--- config.mk ---
export PLATFORM = sky130hd
export DESIGN_NAME = pbi_top
export DESIGN_NICKNAME = d
export VERILOG_FILES = /design/src/pbi_pkg.sv /design/src/pbi_sts.sv /design/src/pbi_top.sv
export SDC_FILE = /design/constraint.sdc
export NUM_CORES = 1
export LEC_CHECK = 0
export BUFFER_PORTS_ARGS = -buffer_cell sky130_fd_sc_hd__buf_2
export CAP_MARGIN = 5
export CORE_UTILIZATION = 40
export CTS_CLUSTER_DIAMETER = 50
export DETAILED_ROUTE_END_ITERATION = 8
export PLACE_DENSITY = 0.64
export SYNTH_ARGS = -nofsm -noshare
export SYNTH_HDL_FRONTEND = slang
export SYNTH_SLANG_ARGS = --single-unit
export TNS_END_PERCENT = 20
--- constraint.sdc ---
create_clock -name clk_in -period 3.1 [get_ports clk_in]
set_clock_uncertainty 0.05 [all_clocks]
set_input_delay 0.62 -clock clk_in [delete_from_list [all_inputs] [get_ports clk_in]]
set_output_delay 0.62 -clock clk_in [all_outputs]
set_load 0.005 [all_outputs]
--- src/pbi_pkg.sv ---
/*
   pbi_pkg: constants, state codes and shared helpers of the bus pin
   interface (32-bit multiplexed address/data bus, master and target).
   assumes: every user runs on the one bus clock; network logic that
   consumes the user ports lives in its own clock domain elsewhere.
*/
package pbi_pkg;

   ////////////////////////////////////////////////////////////////////////
   // bus clock range in MHz; all logic is static, so a stopped clock
   // only freezes state and loses nothing
   localparam int BUS_FMIN_MHZ  = 10;
   localparam int BUS_FMAX_MHZ  = 33;
   localparam int BUS_FSTOP_MHZ = 0;
   localparam int CLK_PERIOD_NS = 25;

   ////////////////////////////////////////////////////////////////////////
   // bus commands as they appear on the command lanes
   localparam logic [3:0] CMD_MEM_RD  = 4'h6;
   localparam logic [3:0] CMD_MEM_WR  = 4'h7;
   localparam logic [3:0] CMD_CFG_RD  = 4'hA;
   localparam logic [3:0] CMD_CFG_WR  = 4'hB;
   localparam logic [3:0] CMD_MEM_RDM = 4'hC;
   localparam logic [3:0] CMD_MEM_RDL = 4'hE;
   localparam logic [3:0] CMD_MEM_WRI = 4'hF;

   ////////////////////////////////////////////////////////////////////////
   // field positions, counts and values after reset
   localparam int         BAR_LSB    = 8;     // target window: 256 bytes
   localparam logic [1:0] ADDR_LOW   = 2'h0;  // linear burst order
   localparam logic [2:0] MABORT_CYC = 3'h5;  // clocks without a claim
   localparam logic [31:0] AD_RST    = 32'h0;
   localparam logic [3:0]  CBE_RST   = 4'hF;
   localparam logic [31:0] PARK_AD   = 32'h0;
   localparam logic [3:0]  PARK_CBE  = 4'h0;
   localparam int          NT_W      = 44;    // pins in the test chain

   ////////////////////////////////////////////////////////////////////////
   // sequencer states
   typedef enum logic [3:0] {
      S_IDLE  = 4'h0,  // monitor, request or park
      S_MADDR = 4'h1,  // master address phase
      S_MDATA = 4'h2,  // master data phase
      S_MLOAD = 4'h3,  // master wait, next word loads
      S_MABT  = 4'h4,  // master closing after stop or abort
      S_MEND  = 4'h5,  // master release
      S_TWR   = 4'h6,  // target write phase
      S_TRDL  = 4'h7,  // target read turnaround, data loads
      S_TRD   = 4'h8,  // target read phase
      S_TFIN  = 4'h9   // target waits for end of frame
   } pbi_state_t;

   ////////////////////////////////////////////////////////////////////////
   // byte order reversal of one word
   function automatic logic [31:0] pbi_swap32(input logic [31:0] d);
      return {d[7:0], d[15:8], d[23:16], d[31:24]};
   endfunction: pbi_swap32

   // even parity over address/data and command lanes
   function automatic logic pbi_par(input logic [31:0] ad,
                                    input logic [3:0]  cbe);
      return ^{ad, cbe};
   endfunction: pbi_par

   // cascaded nand chain over the test inputs
   function automatic logic pbi_nand_chain(input logic [NT_W-1:0] v);
      logic t;
      t = ~v[0];
      for (int i = 1; i < NT_W; i++) begin
         t = ~(v[i] & t);
      end
      return t;
   endfunction: pbi_nand_chain

endpackage: pbi_pkg

--- src/pbi_sts.sv ---
/*
   pbi_sts: driver of one active-low sustained tri-state pin.
   assumes: act_in is the next asserted state, from bus-clock logic.
*/
`timescale 1ns/100ps
module pbi_sts (
   input  wire logic clk_in,   // bus clock
   input  wire logic rst_in,   // synchronous reset, active high
   input  wire logic act_in,   // assert the pin next cycle
   output logic      n_out,    // pin level, active low
   output logic      oe_out    // pin driven
);
   import pbi_pkg::*;

   ////////////////////////////////////////////////////////////////////////
   // low while active, then one high cycle, then float
   always_ff @(posedge clk_in) begin
      if (rst_in) begin
         n_out  <= 1'b1;
         oe_out <= 1'b0;
      end else begin
         n_out  <= ~act_in;
         oe_out <= act_in | ~n_out;
      end
   end
endmodule: pbi_sts

--- src/pbi_top.sv ---
/*
   pbi_top: 32-bit multiplexed bus pin interface, master and target.
   assumes: all pins are synchronous to clk_in, the bus clock; two-way
   pins are split into in/out/oe and resolved outside; network logic on
   the user ports sits in a separate clock domain behind its own crossing.
*/
// Behaviour
// - release active-low pin after one high cycle
// - first clock address, later clocks data
// - little endian byte lanes by default
// - byte swap reverses fifo data only
// - master address has low bits zero
// - monitor bus for target hits when idle
// - drive master writes, target reads; latch others
// - command in address phase, enables after
// - byte enables stay on physical lanes
// - sample all pins on rising clock edge
// - network logic uses another clock domain
// - static logic, bus clock 10-33 MHz, stoppable
// - claim own hits, watch claim as master
// - frame held until final data phase
// - target finds address phase from frame
// - park lanes on grant without request
// - config cycles need chip select asserted
// - reset turns pins into test chain inputs
// - phase completes with both ready signals
// - parity even over lanes and commands
`timescale 1ns/100ps
module pbi_top (
   input  wire logic                           clk_in,
   input  wire logic                           rst_in,
   // bus pins
   input  wire logic [31:0]                    ad_in,
   output logic      [31:0]                    ad_out,
   output logic                                ad_oe_out,
   input  wire logic [3:0]                     cbe_n_in,
   output logic      [3:0]                     cbe_n_out,
   output logic                                cbe_oe_out,
   input  wire logic                           par_in,
   output logic                                par_out,
   output logic                                par_oe_out,
   input  wire logic                           frame_n_in,
   output logic                                frame_n_out,
   output logic                                frame_oe_out,
   input  wire logic                           irdy_n_in,
   output logic                                irdy_n_out,
   output logic                                irdy_oe_out,
   input  wire logic                           trdy_n_in,
   output logic                                trdy_n_out,
   output logic                                trdy_oe_out,
   input  wire logic                           devsel_n_in,
   output logic                                devsel_n_out,
   output logic                                devsel_oe_out,
   input  wire logic                           stop_n_in,
   output logic                                stop_n_out,
   output logic                                stop_oe_out,
   input  wire logic                           gnt_n_in,
   input  wire logic                           idsel_in,
   output logic                                req_n_out,
   output logic                                nand_tree_out,
   // configuration
   input  wire logic                           byte_swap_enable_in,
   input  wire logic [31-pbi_pkg::BAR_LSB:0]   tgt_bar_in,
   // master user side; its consumer runs on another clock
   input  wire logic                           mst_req_in,
   input  wire logic [3:0]                     mst_cmd_in,
   input  wire logic [29:0]                    mst_addr_in,
   input  wire logic                           mst_fifo_in,
   input  wire logic [31:0]                    mst_wdata_in,
   input  wire logic [3:0]                     mst_wbe_n_in,
   input  wire logic                           mst_last_in,
   output logic                                mst_ack_out,
   output logic      [31:0]                    mst_rdata_out,
   output logic                                mst_done_out,
   output logic                                mst_abort_out,
   output logic                                mst_stop_out,
   // target user side
   output logic                                tgt_rd_out,
   output logic                                tgt_wr_out,
   output logic                                tgt_cfg_out,
   output logic      [31:0]                    tgt_addr_out,
   output logic      [31:0]                    tgt_wdata_out,
   output logic      [3:0]                     tgt_be_n_out,
   input  wire logic [31:0]                    tgt_rdata_in
);
   import pbi_pkg::*;

   ////////////////////////////////////////////////////////////////////////
   // state and decode
   pbi_state_t state_r;       // sequencer state
   pbi_state_t state_nxt;     // its next value
   logic       frame_prev_r;  // frame level one clock ago
   logic       wr_r;          // master cycle is a write
   logic       fifo_r;        // master cycle moves fifo data
   logic       claimed_r;     // a target claimed our cycle
   logic [2:0] dsel_cnt_r;    // clocks waited for a claim
   logic       frame_act;     // next-cycle assert requests
   logic       irdy_act;
   logic       trdy_act;
   logic       devsel_act;
   logic       stop_act;
   logic       bus_idle;
   logic       start;
   logic       addr_ph;
   logic       hit_mem;
   logic       hit_cfg;
   logic       tgt_hit;
   logic       done;
   logic       abort;
   logic       swap_on;
   logic [3:0] cbe_bus;       // command lanes as seen on the bus

   // decode of the bus in the current cycle
   assign bus_idle = frame_n_in & irdy_n_in;
   assign start    = (state_r == S_IDLE) && mst_req_in && !gnt_n_in
                     && bus_idle;
   // only a falling frame marks an address phase
   assign addr_ph  = (state_r == S_IDLE) && frame_prev_r
                     && !frame_n_in;
   assign hit_mem  = (cbe_n_in == CMD_MEM_RD || cbe_n_in == CMD_MEM_WR ||
                      cbe_n_in == CMD_MEM_RDM || cbe_n_in == CMD_MEM_RDL ||
                      cbe_n_in == CMD_MEM_WRI)
                     && (ad_in[31:BAR_LSB] == tgt_bar_in);
   assign hit_cfg  = (cbe_n_in == CMD_CFG_RD || cbe_n_in == CMD_CFG_WR)
                     && idsel_in && (ad_in[1:0] == ADDR_LOW);
   assign tgt_hit  = addr_ph && (hit_mem || hit_cfg);
   assign done     = !irdy_n_in && !trdy_n_in;
   assign abort    = (state_r == S_MDATA) && !claimed_r && devsel_n_in
                     && (dsel_cnt_r == MABORT_CYC);
   assign swap_on  = byte_swap_enable_in && fifo_r;
   assign cbe_bus  = cbe_oe_out ? cbe_n_out : cbe_n_in;

   ////////////////////////////////////////////////////////////////////////
   // sequencer: next state and next control pin assertions
   always_comb begin
      state_nxt  = state_r;
      frame_act  = 1'b0;
      irdy_act   = 1'b0;
      trdy_act   = 1'b0;
      devsel_act = 1'b0;
      stop_act   = 1'b0;
      unique case (state_r)
         S_IDLE: begin
            if (start) begin
               // frame opens the address phase
               state_nxt = S_MADDR;
               frame_act = 1'b1;
            end else if (tgt_hit) begin
               devsel_act = 1'b1;
               if (cbe_n_in[0]) begin
                  // write: ready at once, one phase then disconnect
                  state_nxt = S_TWR;
                  trdy_act  = 1'b1;
                  stop_act  = 1'b1;
               end else begin
                  state_nxt = S_TRDL;
               end
            end
         end
         S_MADDR, S_MLOAD: begin
            // frame drops before the final phase
            state_nxt = S_MDATA;
            frame_act = ~mst_last_in;
            irdy_act  = 1'b1;
         end
         S_MDATA: begin
            irdy_act  = 1'b1;
            frame_act = ~frame_n_out;
            if (done && !frame_n_out && stop_n_in) begin
               // burst goes on, wait one clock for the next word
               state_nxt = S_MLOAD;
               frame_act = 1'b1;
               irdy_act  = 1'b0;
            end else if (done || !stop_n_in || abort) begin
               // last phase, target stop or no claim: close
               frame_act = 1'b0;
               irdy_act  = ~frame_n_out;
               state_nxt = frame_n_out ? S_MEND : S_MABT;
            end
         end
         S_MABT: begin
            state_nxt = S_MEND;
         end
         S_MEND: begin
            state_nxt = S_IDLE;
         end
         S_TWR, S_TRD: begin
            devsel_act = 1'b1;
            trdy_act   = 1'b1;
            stop_act   = 1'b1;
            if (done) begin
               trdy_act  = 1'b0;
               // hold stop and devsel until frame ends
               devsel_act = ~frame_n_in;
               stop_act   = ~frame_n_in;
               state_nxt  = frame_n_in ? S_IDLE : S_TFIN;
            end
         end
         S_TRDL: begin
            state_nxt  = S_TRD;
            devsel_act = 1'b1;
            trdy_act   = 1'b1;
            stop_act   = 1'b1;
         end
         S_TFIN: begin
            devsel_act = ~frame_n_in;
            stop_act   = ~frame_n_in;
            if (frame_n_in) begin
               state_nxt = S_IDLE;
            end
         end
         default: begin
            state_nxt = S_IDLE;
         end
      endcase
   end

   // state register; every pin is sampled on this rising edge
   always_ff @(posedge clk_in) begin
      if (rst_in) begin
         state_r      <= S_IDLE;
         frame_prev_r <= 1'b1;
      end else begin
         state_r      <= state_nxt;
         frame_prev_r <= frame_n_in;
      end
   end

   ////////////////////////////////////////////////////////////////////////
   // master cycle attributes and claim timeout
   always_ff @(posedge clk_in) begin
      if (rst_in) begin
         wr_r       <= 1'b0;
         fifo_r     <= 1'b0;
         claimed_r  <= 1'b0;
         dsel_cnt_r <= 3'h0;
      end else begin
         if (start) begin
            wr_r   <= mst_cmd_in[0];
            fifo_r <= mst_fifo_in;
         end
         if (state_r == S_IDLE) begin
            claimed_r  <= 1'b0;
            dsel_cnt_r <= 3'h0;
         end else if (!devsel_n_in) begin
            claimed_r <= 1'b1;
         end else if (dsel_cnt_r != MABORT_CYC) begin
            dsel_cnt_r <= dsel_cnt_r + 3'h1;
         end
      end
   end

   ////////////////////////////////////////////////////////////////////////
   // address/data and command lanes
   always_ff @(posedge clk_in) begin
      if (rst_in) begin
         ad_out     <= AD_RST;
         ad_oe_out  <= 1'b0;
         cbe_n_out  <= CBE_RST;
         cbe_oe_out <= 1'b0;
      end else if (start) begin
         // address phase: dword address, command on the lanes
         ad_out     <= {mst_addr_in, ADDR_LOW};
         ad_oe_out  <= 1'b1;
         cbe_n_out  <= mst_cmd_in;
         cbe_oe_out <= 1'b1;
      end else if (state_r == S_IDLE && !gnt_n_in && bus_idle) begin
         // parked: grant without request
         ad_out     <= PARK_AD;
         ad_oe_out  <= 1'b1;
         cbe_n_out  <= PARK_CBE;
         cbe_oe_out <= 1'b1;
      end else if (state_r == S_MADDR || state_r == S_MLOAD) begin
         // data phase: only writes drive data; enables never swap
         if (wr_r) begin
            ad_out <= swap_on ? pbi_swap32(mst_wdata_in)
                              : mst_wdata_in;
         end
         ad_oe_out  <= wr_r;
         cbe_n_out  <= mst_wbe_n_in;
      end else if (state_r == S_TRDL) begin
         ad_out     <= tgt_rdata_in;
         ad_oe_out  <= 1'b1;
      end else if (state_nxt == S_MEND || state_r == S_IDLE ||
                   (state_r == S_TRD && done)) begin
         ad_oe_out  <= 1'b0;
         cbe_oe_out <= 1'b0;
      end
   end

   // parity follows the lanes it covers by one clock
   always_ff @(posedge clk_in) begin
      if (rst_in) begin
         par_out    <= 1'b0;
         par_oe_out <= 1'b0;
      end else begin
         par_out    <= pbi_par(ad_out, cbe_bus);
         par_oe_out <= ad_oe_out;
      end
   end

   ////////////////////////////////////////////////////////////////////////
   // sustained tri-state control pins
   pbi_sts u_frame (
      .clk_in (clk_in),
      .rst_in (rst_in),
      .act_in (frame_act),
      .n_out  (frame_n_out),
      .oe_out (frame_oe_out)
   );
   pbi_sts u_irdy (
      .clk_in (clk_in),
      .rst_in (rst_in),
      .act_in (irdy_act),
      .n_out  (irdy_n_out),
      .oe_out (irdy_oe_out)
   );
   pbi_sts u_trdy (
      .clk_in (clk_in),
      .rst_in (rst_in),
      .act_in (trdy_act),
      .n_out  (trdy_n_out),
      .oe_out (trdy_oe_out)
   );
   pbi_sts u_devsel (
      .clk_in (clk_in),
      .rst_in (rst_in),
      .act_in (devsel_act),
      .n_out  (devsel_n_out),
      .oe_out (devsel_oe_out)
   );
   pbi_sts u_stop (
      .clk_in (clk_in),
      .rst_in (rst_in),
      .act_in (stop_act),
      .n_out  (stop_n_out),
      .oe_out (stop_oe_out)
   );

   ////////////////////////////////////////////////////////////////////////
   // request and test chain
   always_ff @(posedge clk_in) begin
      if (rst_in) begin
         req_n_out <= 1'b1;
      end else begin
         req_n_out <= ~(mst_req_in && state_r == S_IDLE && !start);
      end
   end

   // in reset the pins feed the nand chain, otherwise it rests low
   always_ff @(posedge clk_in) begin
      nand_tree_out <= rst_in & pbi_nand_chain({ad_in, cbe_n_in, par_in,
         frame_n_in, irdy_n_in, trdy_n_in, devsel_n_in, stop_n_in,
         gnt_n_in, idsel_in});
   end

   ////////////////////////////////////////////////////////////////////////
   // master user answers
   always_ff @(posedge clk_in) begin
      if (rst_in) begin
         mst_ack_out   <= 1'b0;
         mst_rdata_out <= AD_RST;
         mst_done_out  <= 1'b0;
         mst_abort_out <= 1'b0;
         mst_stop_out  <= 1'b0;
      end else begin
         mst_ack_out   <= (state_r == S_MDATA) && done;
         if (state_r == S_MDATA && done && !wr_r) begin
            mst_rdata_out <= swap_on ? pbi_swap32(ad_in) : ad_in;
         end
         mst_done_out  <= (state_r != S_MEND) && (state_nxt == S_MEND);
         mst_abort_out <= abort;
         mst_stop_out  <= (state_r == S_MDATA) && !stop_n_in;
      end
   end

   // target user strobes
   always_ff @(posedge clk_in) begin
      if (rst_in) begin
         tgt_rd_out    <= 1'b0;
         tgt_wr_out    <= 1'b0;
         tgt_cfg_out   <= 1'b0;
         tgt_addr_out  <= AD_RST;
         tgt_wdata_out <= AD_RST;
         tgt_be_n_out  <= CBE_RST;
      end else begin
         tgt_rd_out <= tgt_hit && !cbe_n_in[0];
         tgt_wr_out <= (state_r == S_TWR) && done;
         if (tgt_hit) begin
            tgt_addr_out <= ad_in;
            tgt_cfg_out  <= hit_cfg;
         end
         if (state_r == S_TWR && done) begin
            tgt_wdata_out <= ad_in;
            tgt_be_n_out  <= cbe_n_in;
         end
      end
   end
endmodule: pbi_top

* Yosys cells after proc, flatten, opt, wreduce, memory -nomap -nowiden *
Index checks and enable logic that the tools add are counted.

storage, ports and cells
  bits of input ports = 176
  register bits after elaboration = 170

operators by class
  bitwise logic cells = 107
  multiplexer cells = 47
  add/sub/neg operators = 1
  reduce and logical (&&, ||, !) cells = 63
  equal/unequal tests = 24

operator list
  cell                count
  $mux 32             7
  $not 1->1           57
  $and 1x1->1         45
  $mux 4              11
  $reduce_xor 36->1   1
  $eq 4x4->1 const B  7
  $pmux 4 s7          1
  $logic_and 1x1->1   26
  $eq 24x24->1        1
  $eq 4x3->1 const B  6
  $mux 1              23
  $logic_or 1x1->1    11
  $logic_not 1->1     10
  $ne 3x3->1 const B  3
  $eq 4x2->1 const B  2
  $pmux 1 s4          2
  $pmux 1 s3          2
  $reduce_and 2->1    3
  $reduce_bool 3->1   2
  $reduce_or 2->1     3
  $or 1x1->1          5
  $reduce_bool 5->1   1
  $eq 4x1->1 const B  1
  $logic_not 4->1     1
  11 further kinds    11

* Logic depth before layout (Yosys ltp) *
  depth after elaboration = 88
  gate-level depth with buffers = 8
  gate-level depth less buffers = 8

* Cells and area by module *
From an unflattened synthesis, not the netlist that was laid out.

second synthesis, totals
  cell total of the unflattened synthesis = 1001
  area, all modules = 8488.1 µm²

by module, submodules not included
  module   area each (µm²)  times used  seq. area each (µm²)  cells each
  pbi_top  8194.1           1           3203.1                976
  pbi_sts  58.8             5           40.0                  5

* Least setup slack after synthesis *
OpenSTA, ideal clock, no wires.

  path type = input to register
  start point = input port ad_in[31]
  end point = register tgt_addr_out[1]
  stages = 8
  required time = 2922 ps
  buffers on the path = 2
  arrival time = 2280 ps
  setup slack = 642 ps
  cells stage by stage = clkbuf_1 > xnor2_1 > nand4_1 > or4_4 > o21ai_4 > buf_12 > mux2i_1 > nor2_1

between the ends
  cells in the longest elaborated chain, start to end = 4

RTL lines
  element               RTL line        source
  start, declared       pbi_top.sv:33   input wire logic [31:0] ad_in,
  $eq 24x24->1          pbi_top.sv:123  && (ad_in[31:BAR_LSB] == tgt_bar_in);
  $logic_and 1x1->1     pbi_top.sv:123
  $logic_or 1x1->1      pbi_top.sv:126  assign tgt_hit = addr_ph && (hit_mem || hit_cfg);
  $logic_and 1x1->1     pbi_top.sv:126
  end signal, assigned  pbi_top.sv:390  tgt_addr_out <= ad_in;
  end, declared         pbi_top.sv:81   output logic [31:0] tgt_addr_out,

No other way between the ends.
A chain may end at the register's enable or synchronous reset.

* Worst setup path after layout *
  start point = register state_r[0]
  end point = register ad_out[26]

between the ends
  cells in the longest elaborated chain, start to end = 6
  elaborated cells on any way between the ends = 16
  those cells by class = eq/ne: 4; mux: 3; reduce/logical: 9

RTL lines
  element                                                           RTL line                        source
  start, declared                                                   pbi_top.sv:90                   pbi_state_t state_r;
  start signal, assigned                                            pbi_top.sv:224                  state_r <= state_nxt;
  $logic_not 4->1                                                   pbi_top.sv:115, pbi_top.sv:267
  $logic_and 1x1->1 (2 in a row)                                    pbi_top.sv:115                  assign start = (state_r == S_IDLE) && mst_req_in && !gnt_n_in
  $logic_and 1x1->1                                                 pbi_top.sv:116                  && bus_idle;
  $ne 4x4->1 (no line) / $reduce_bool 4->1 (equally long branches)  --
  $reduce_and 2->1 (no line)                                        --
  end signal, assigned                                              pbi_top.sv:263                  ad_out <= {mst_addr_in, ADDR_LOW};
  end signal, assigned                                              pbi_top.sv:276                  ad_out <= swap_on ? pbi_swap32(mst_wdata_in)
  end signal, assigned                                              pbi_top.sv:282                  ad_out <= tgt_rdata_in;
  end, declared                                                     pbi_top.sv:34                   output logic [31:0] ad_out,

Several ways; a longest one is shown, not always the timed one.

==> flow_metrics.py <==
metrics = {
    "critical_path": {
        "r2r_start": "state_r[0]$_SDFF_PP0_",
        "path_buf_inv": 3,
        "cp-startpoint": "state_r[0]$_SDFF_PP0_",
        "worstPathCellList": "nor4_4, buf_4, nor2b_1, inv_1, o21ai_4, buf_12, nor2_1, a211oi_1",
        "worst-setup-path-type": "flop to flop",
        "critical_path.top_delay_family": "simple AND/OR/NAND/NOR gates",
        "slowest_stage": "dfxtp_1",
        "critPathCaptureType": "flop",
        "startpoint_type": "flop",
        "cp_data_required_time_ns": 3.39,
        "crit_path_max_incr_delay_ns": 0.51,
        "critPathMaxFanout": 31,
        "crit_arrival_ns": 2.83,
    },
    "timing": {
        "post-route-min-period_ns": 2.54,
        "final.setup.tns_ns": 0,
        "relSlewSlack": 0.461,
        "worstMarginPinSlew_ns": 0.806,
        "max_freq_mhz": 393,
        "hold_viol": 0,
        "rsz0062_at_grt": "no",
        "setup_viol": 0,
        "finalCritPeriodShare": 0.820,
        "drv_slew": 0,
    },
    "floorplan": {
        "fp.dieArea_sq_mm": 0.0209,
        "start_util": 0.412,
        "core.rowCount": 51,
        "core_region_area_sq_mm": 0.0197,
        "die_x_um": 145,
        "fp.dieH_um": 145,
        "ios": 335,
    },
    "placement": {
        "dp_hpwl_um": 22000,
        "portBuffers": 334,
        "gp_congestion": 0.890,
    },
    "hold_path": {
        "hp-class": "input port to flop",
        "min_from": "mst_cmd_in[2]",
    },
    "run": {
        "cap_violations": 0,
    },
    "power": {
        "irDropWorstVdd_mv": 0.356,
        "p_leak_nw": 4.48,
        "power_density_mw_per_mm2": 477,
    },
    "cts": {
        "cts_buffers": 17,
        "cts_tree": "done",
        "holdBufCountCts": 0,
        "clockRootBuffer": "clkbuf_16",
        "cts.sinks": 170,
        "clock_latency_ns": 0.43,
        "postCtsSetupRepairBufs": 0,
        "clockBufferDepth": 2,
        "cts-resized-gates": 0,
        "clk_pin_slew_ns": 0.07,
        "h-tree-depth": 4,
    },
    "final_layout": {
        "drive_above_1_share": 0.309,
        "nNetsFinal": 1477,
        "final_util": 0.536,
        "syn_to_final_growth_pct": 30.0,
    },
    "global_routing": {
        "grt_first_pass_wirelength_um": 43000,
        "grt.total_usage": 0.275,
        "grt_overflow": 0,
        "grt_pass1_vias": 7412,
        "grt_max_degree": 71,
        "grt_antenna_before_repair": 2,
    },
    "yosys": {
        "synth-seq-cells": 170,
        "yosysWarningCount": 0,
        "syn-num-nets": 1185,
        "async_reset_ff_frac": 0,
        "syn_inst": 1007,
        "ys_types": 59,
        "syn_area_sq_mm": 0.00813,
        "synth_area_per_cell_sq_um": 8.07,
        "synth_edf_count": 0,
        "synthFlopType": "dfxtp_1",
        "yosysSeqAreaShare": 0.419,
    },
    "routing": {
        "first_iter_violations": 462,
        "first_pass_iters": 5,
        "vias": 8418,
        "drc_errors": 0,
        "vias_per_cell": 5.33,
        "wl_um": 29500,
        "ant_nets": 0,
        "wl_per_cell_um": 18.6,
    },
    "status": {
        "status": "finished, final reports clean",
    },
}
final timing paths:
path / endpoint / slack [ns] / depth (start not counted)
setup / recovery: ad_out[26]$_SDFFE_PP0P_ / 0.56 / 8
setup reg to reg: ad_out[26]$_SDFFE_PP0P_ / 0.56 / 8
hold reg to reg: u_devsel.oe_out$_SDFF_PP0_ / 0.39 / 1
hold / removal: cbe_n_out[2]$_SDFFE_PP1P_ / 0.37 / 3
registers in the layout, indices dropped and copies added, names as in the netlist, 3 cells and up:
signal and count:
ad_out 32, mst_rdata_out 32, tgt_addr_out 32, tgt_wdata_out 32
cbe_n_out 4, state_r 4, tgt_be_n_out 4, dsel_cnt_r 3
metal layers:
layer,up-vias,wire length [um],global-route usage,part of all wire
li1,4095,-,-,-
met1,3956,12100,0.334,0.41
met2,339,14700,0.481,0.50
met3,26,2400,0.0699,0.081
met4,2,323,0.0681,0.011
met5,-,17,0,0.00058
cells in the final DEF (no fill, tap or decap), types with 4 or more instances in the layout:
cell type,instances
a211oi_1,35
a21oi_1,81
a221oi_1,31
a311oi_1,32
a31oi_1,6
buf_12,4
buf_2,333
buf_4,20
clkbuf_16,17
dfxtp_1,170
inv_1,14
inv_8,4
mux2i_1,41
nand2_1,215
nand2b_1,4
nand3_1,8
nand3b_1,5
nand4_1,8
nor2_1,111
nor2b_1,7
nor3_1,11
o21ai_0,28
or4_1,4
xnor2_1,54
xor2_1,6
cells in the mapped netlist (3+ instances only):
cell / instances / area [sq um]
inv_1: 14 / 52.6
a221oi_1: 31 / 272
or4_1: 4 / 30.0
nand3_1: 9 / 45.0
buf_2: 12 / 60.1
a21boi_0: 3 / 22.5
nand3b_1: 5 / 37.5
a311oi_1: 32 / 280
buf_12: 3 / 60.1
a211oi_1: 35 / 263
nand4_1: 8 / 50.1
or3_1: 3 / 18.8
nand2_1: 216 / 811
nor2b_1: 7 / 43.8
dfxtp_1: 170 / 3400
nor2_1: 113 / 424
nand2b_1: 4 / 25.0
clkbuf_1: 66 / 248
a21oi_1: 81 / 405
xnor2_1: 54 / 473
xor2_1: 6 / 52.6
mux2i_1: 41 / 410
o211ai_1: 3 / 22.5
nor3_1: 12 / 60.1
a31oi_1: 6 / 37.5
nand4b_1: 3 / 26.3
o21ai_0: 28 / 140
or2_2: 3 / 18.8
worst reg2reg max path, cell delays in order (launching register included):
cell,delay [ns]
dfxtp_1,0.51
nor4_4,0.43
buf_4,0.23
nor2b_1,0.25
inv_1,0.12
o21ai_4,0.31
buf_12,0.28
nor2_1,0.06
a211oi_1,0.22
final cells by class:
type	count	area [sq um]
antenna	3	7.51
multi-input combinational	739	4310
tap	265	332
clock inverter	15	135
clock buffer	17	425
sequential	170	3400
timing repair buffer	357	1900
fill	1935	9150
inverter	14	52.6
cell families after synthesis:
family	Yosys count	synth area share
and+or+nand+nor	394	0.205
DFF	170	0.419
xor gates and xnor gates	61	0.0674
AOI/OAI and AO/OA	241	0.201
muxes	41	0.0505
buffers and inverters	98	0.0545
adders and majority gates	2	0.00308
power breakdown:
part | switching, mW | internal [mW] | total (mW)
combinational | 0.386 | 0.326 | 0.712
clock | 1.00 | 1.06 | 2.06
sequential | 0.0378 | 2.23 | 2.27
total | 1.43 | 3.61 | 5.04
through the flow:
step | setup WS, ns | instance area [sq um] | total power [mW] | hold WS [ns] | instances
finish | 0.557 | 10600 | 5.04 | 0.373 | 1580
global route | 0.388 | 10600 | 5.24 | 0.372 | 1577
CTS | 0.595 | 10600 | 5.09 | 0.352 | 1577
detailed placement | 0.380 | 10000 | 3.03 | 0.385 | 1545
global placement | 0.419 | 10000 | 3.03 | 0.359 | 1545
floorplan | 0.642 | 8130 | 2.71 | 0.377 | 1007
Power figures use the tool's default switching activity.
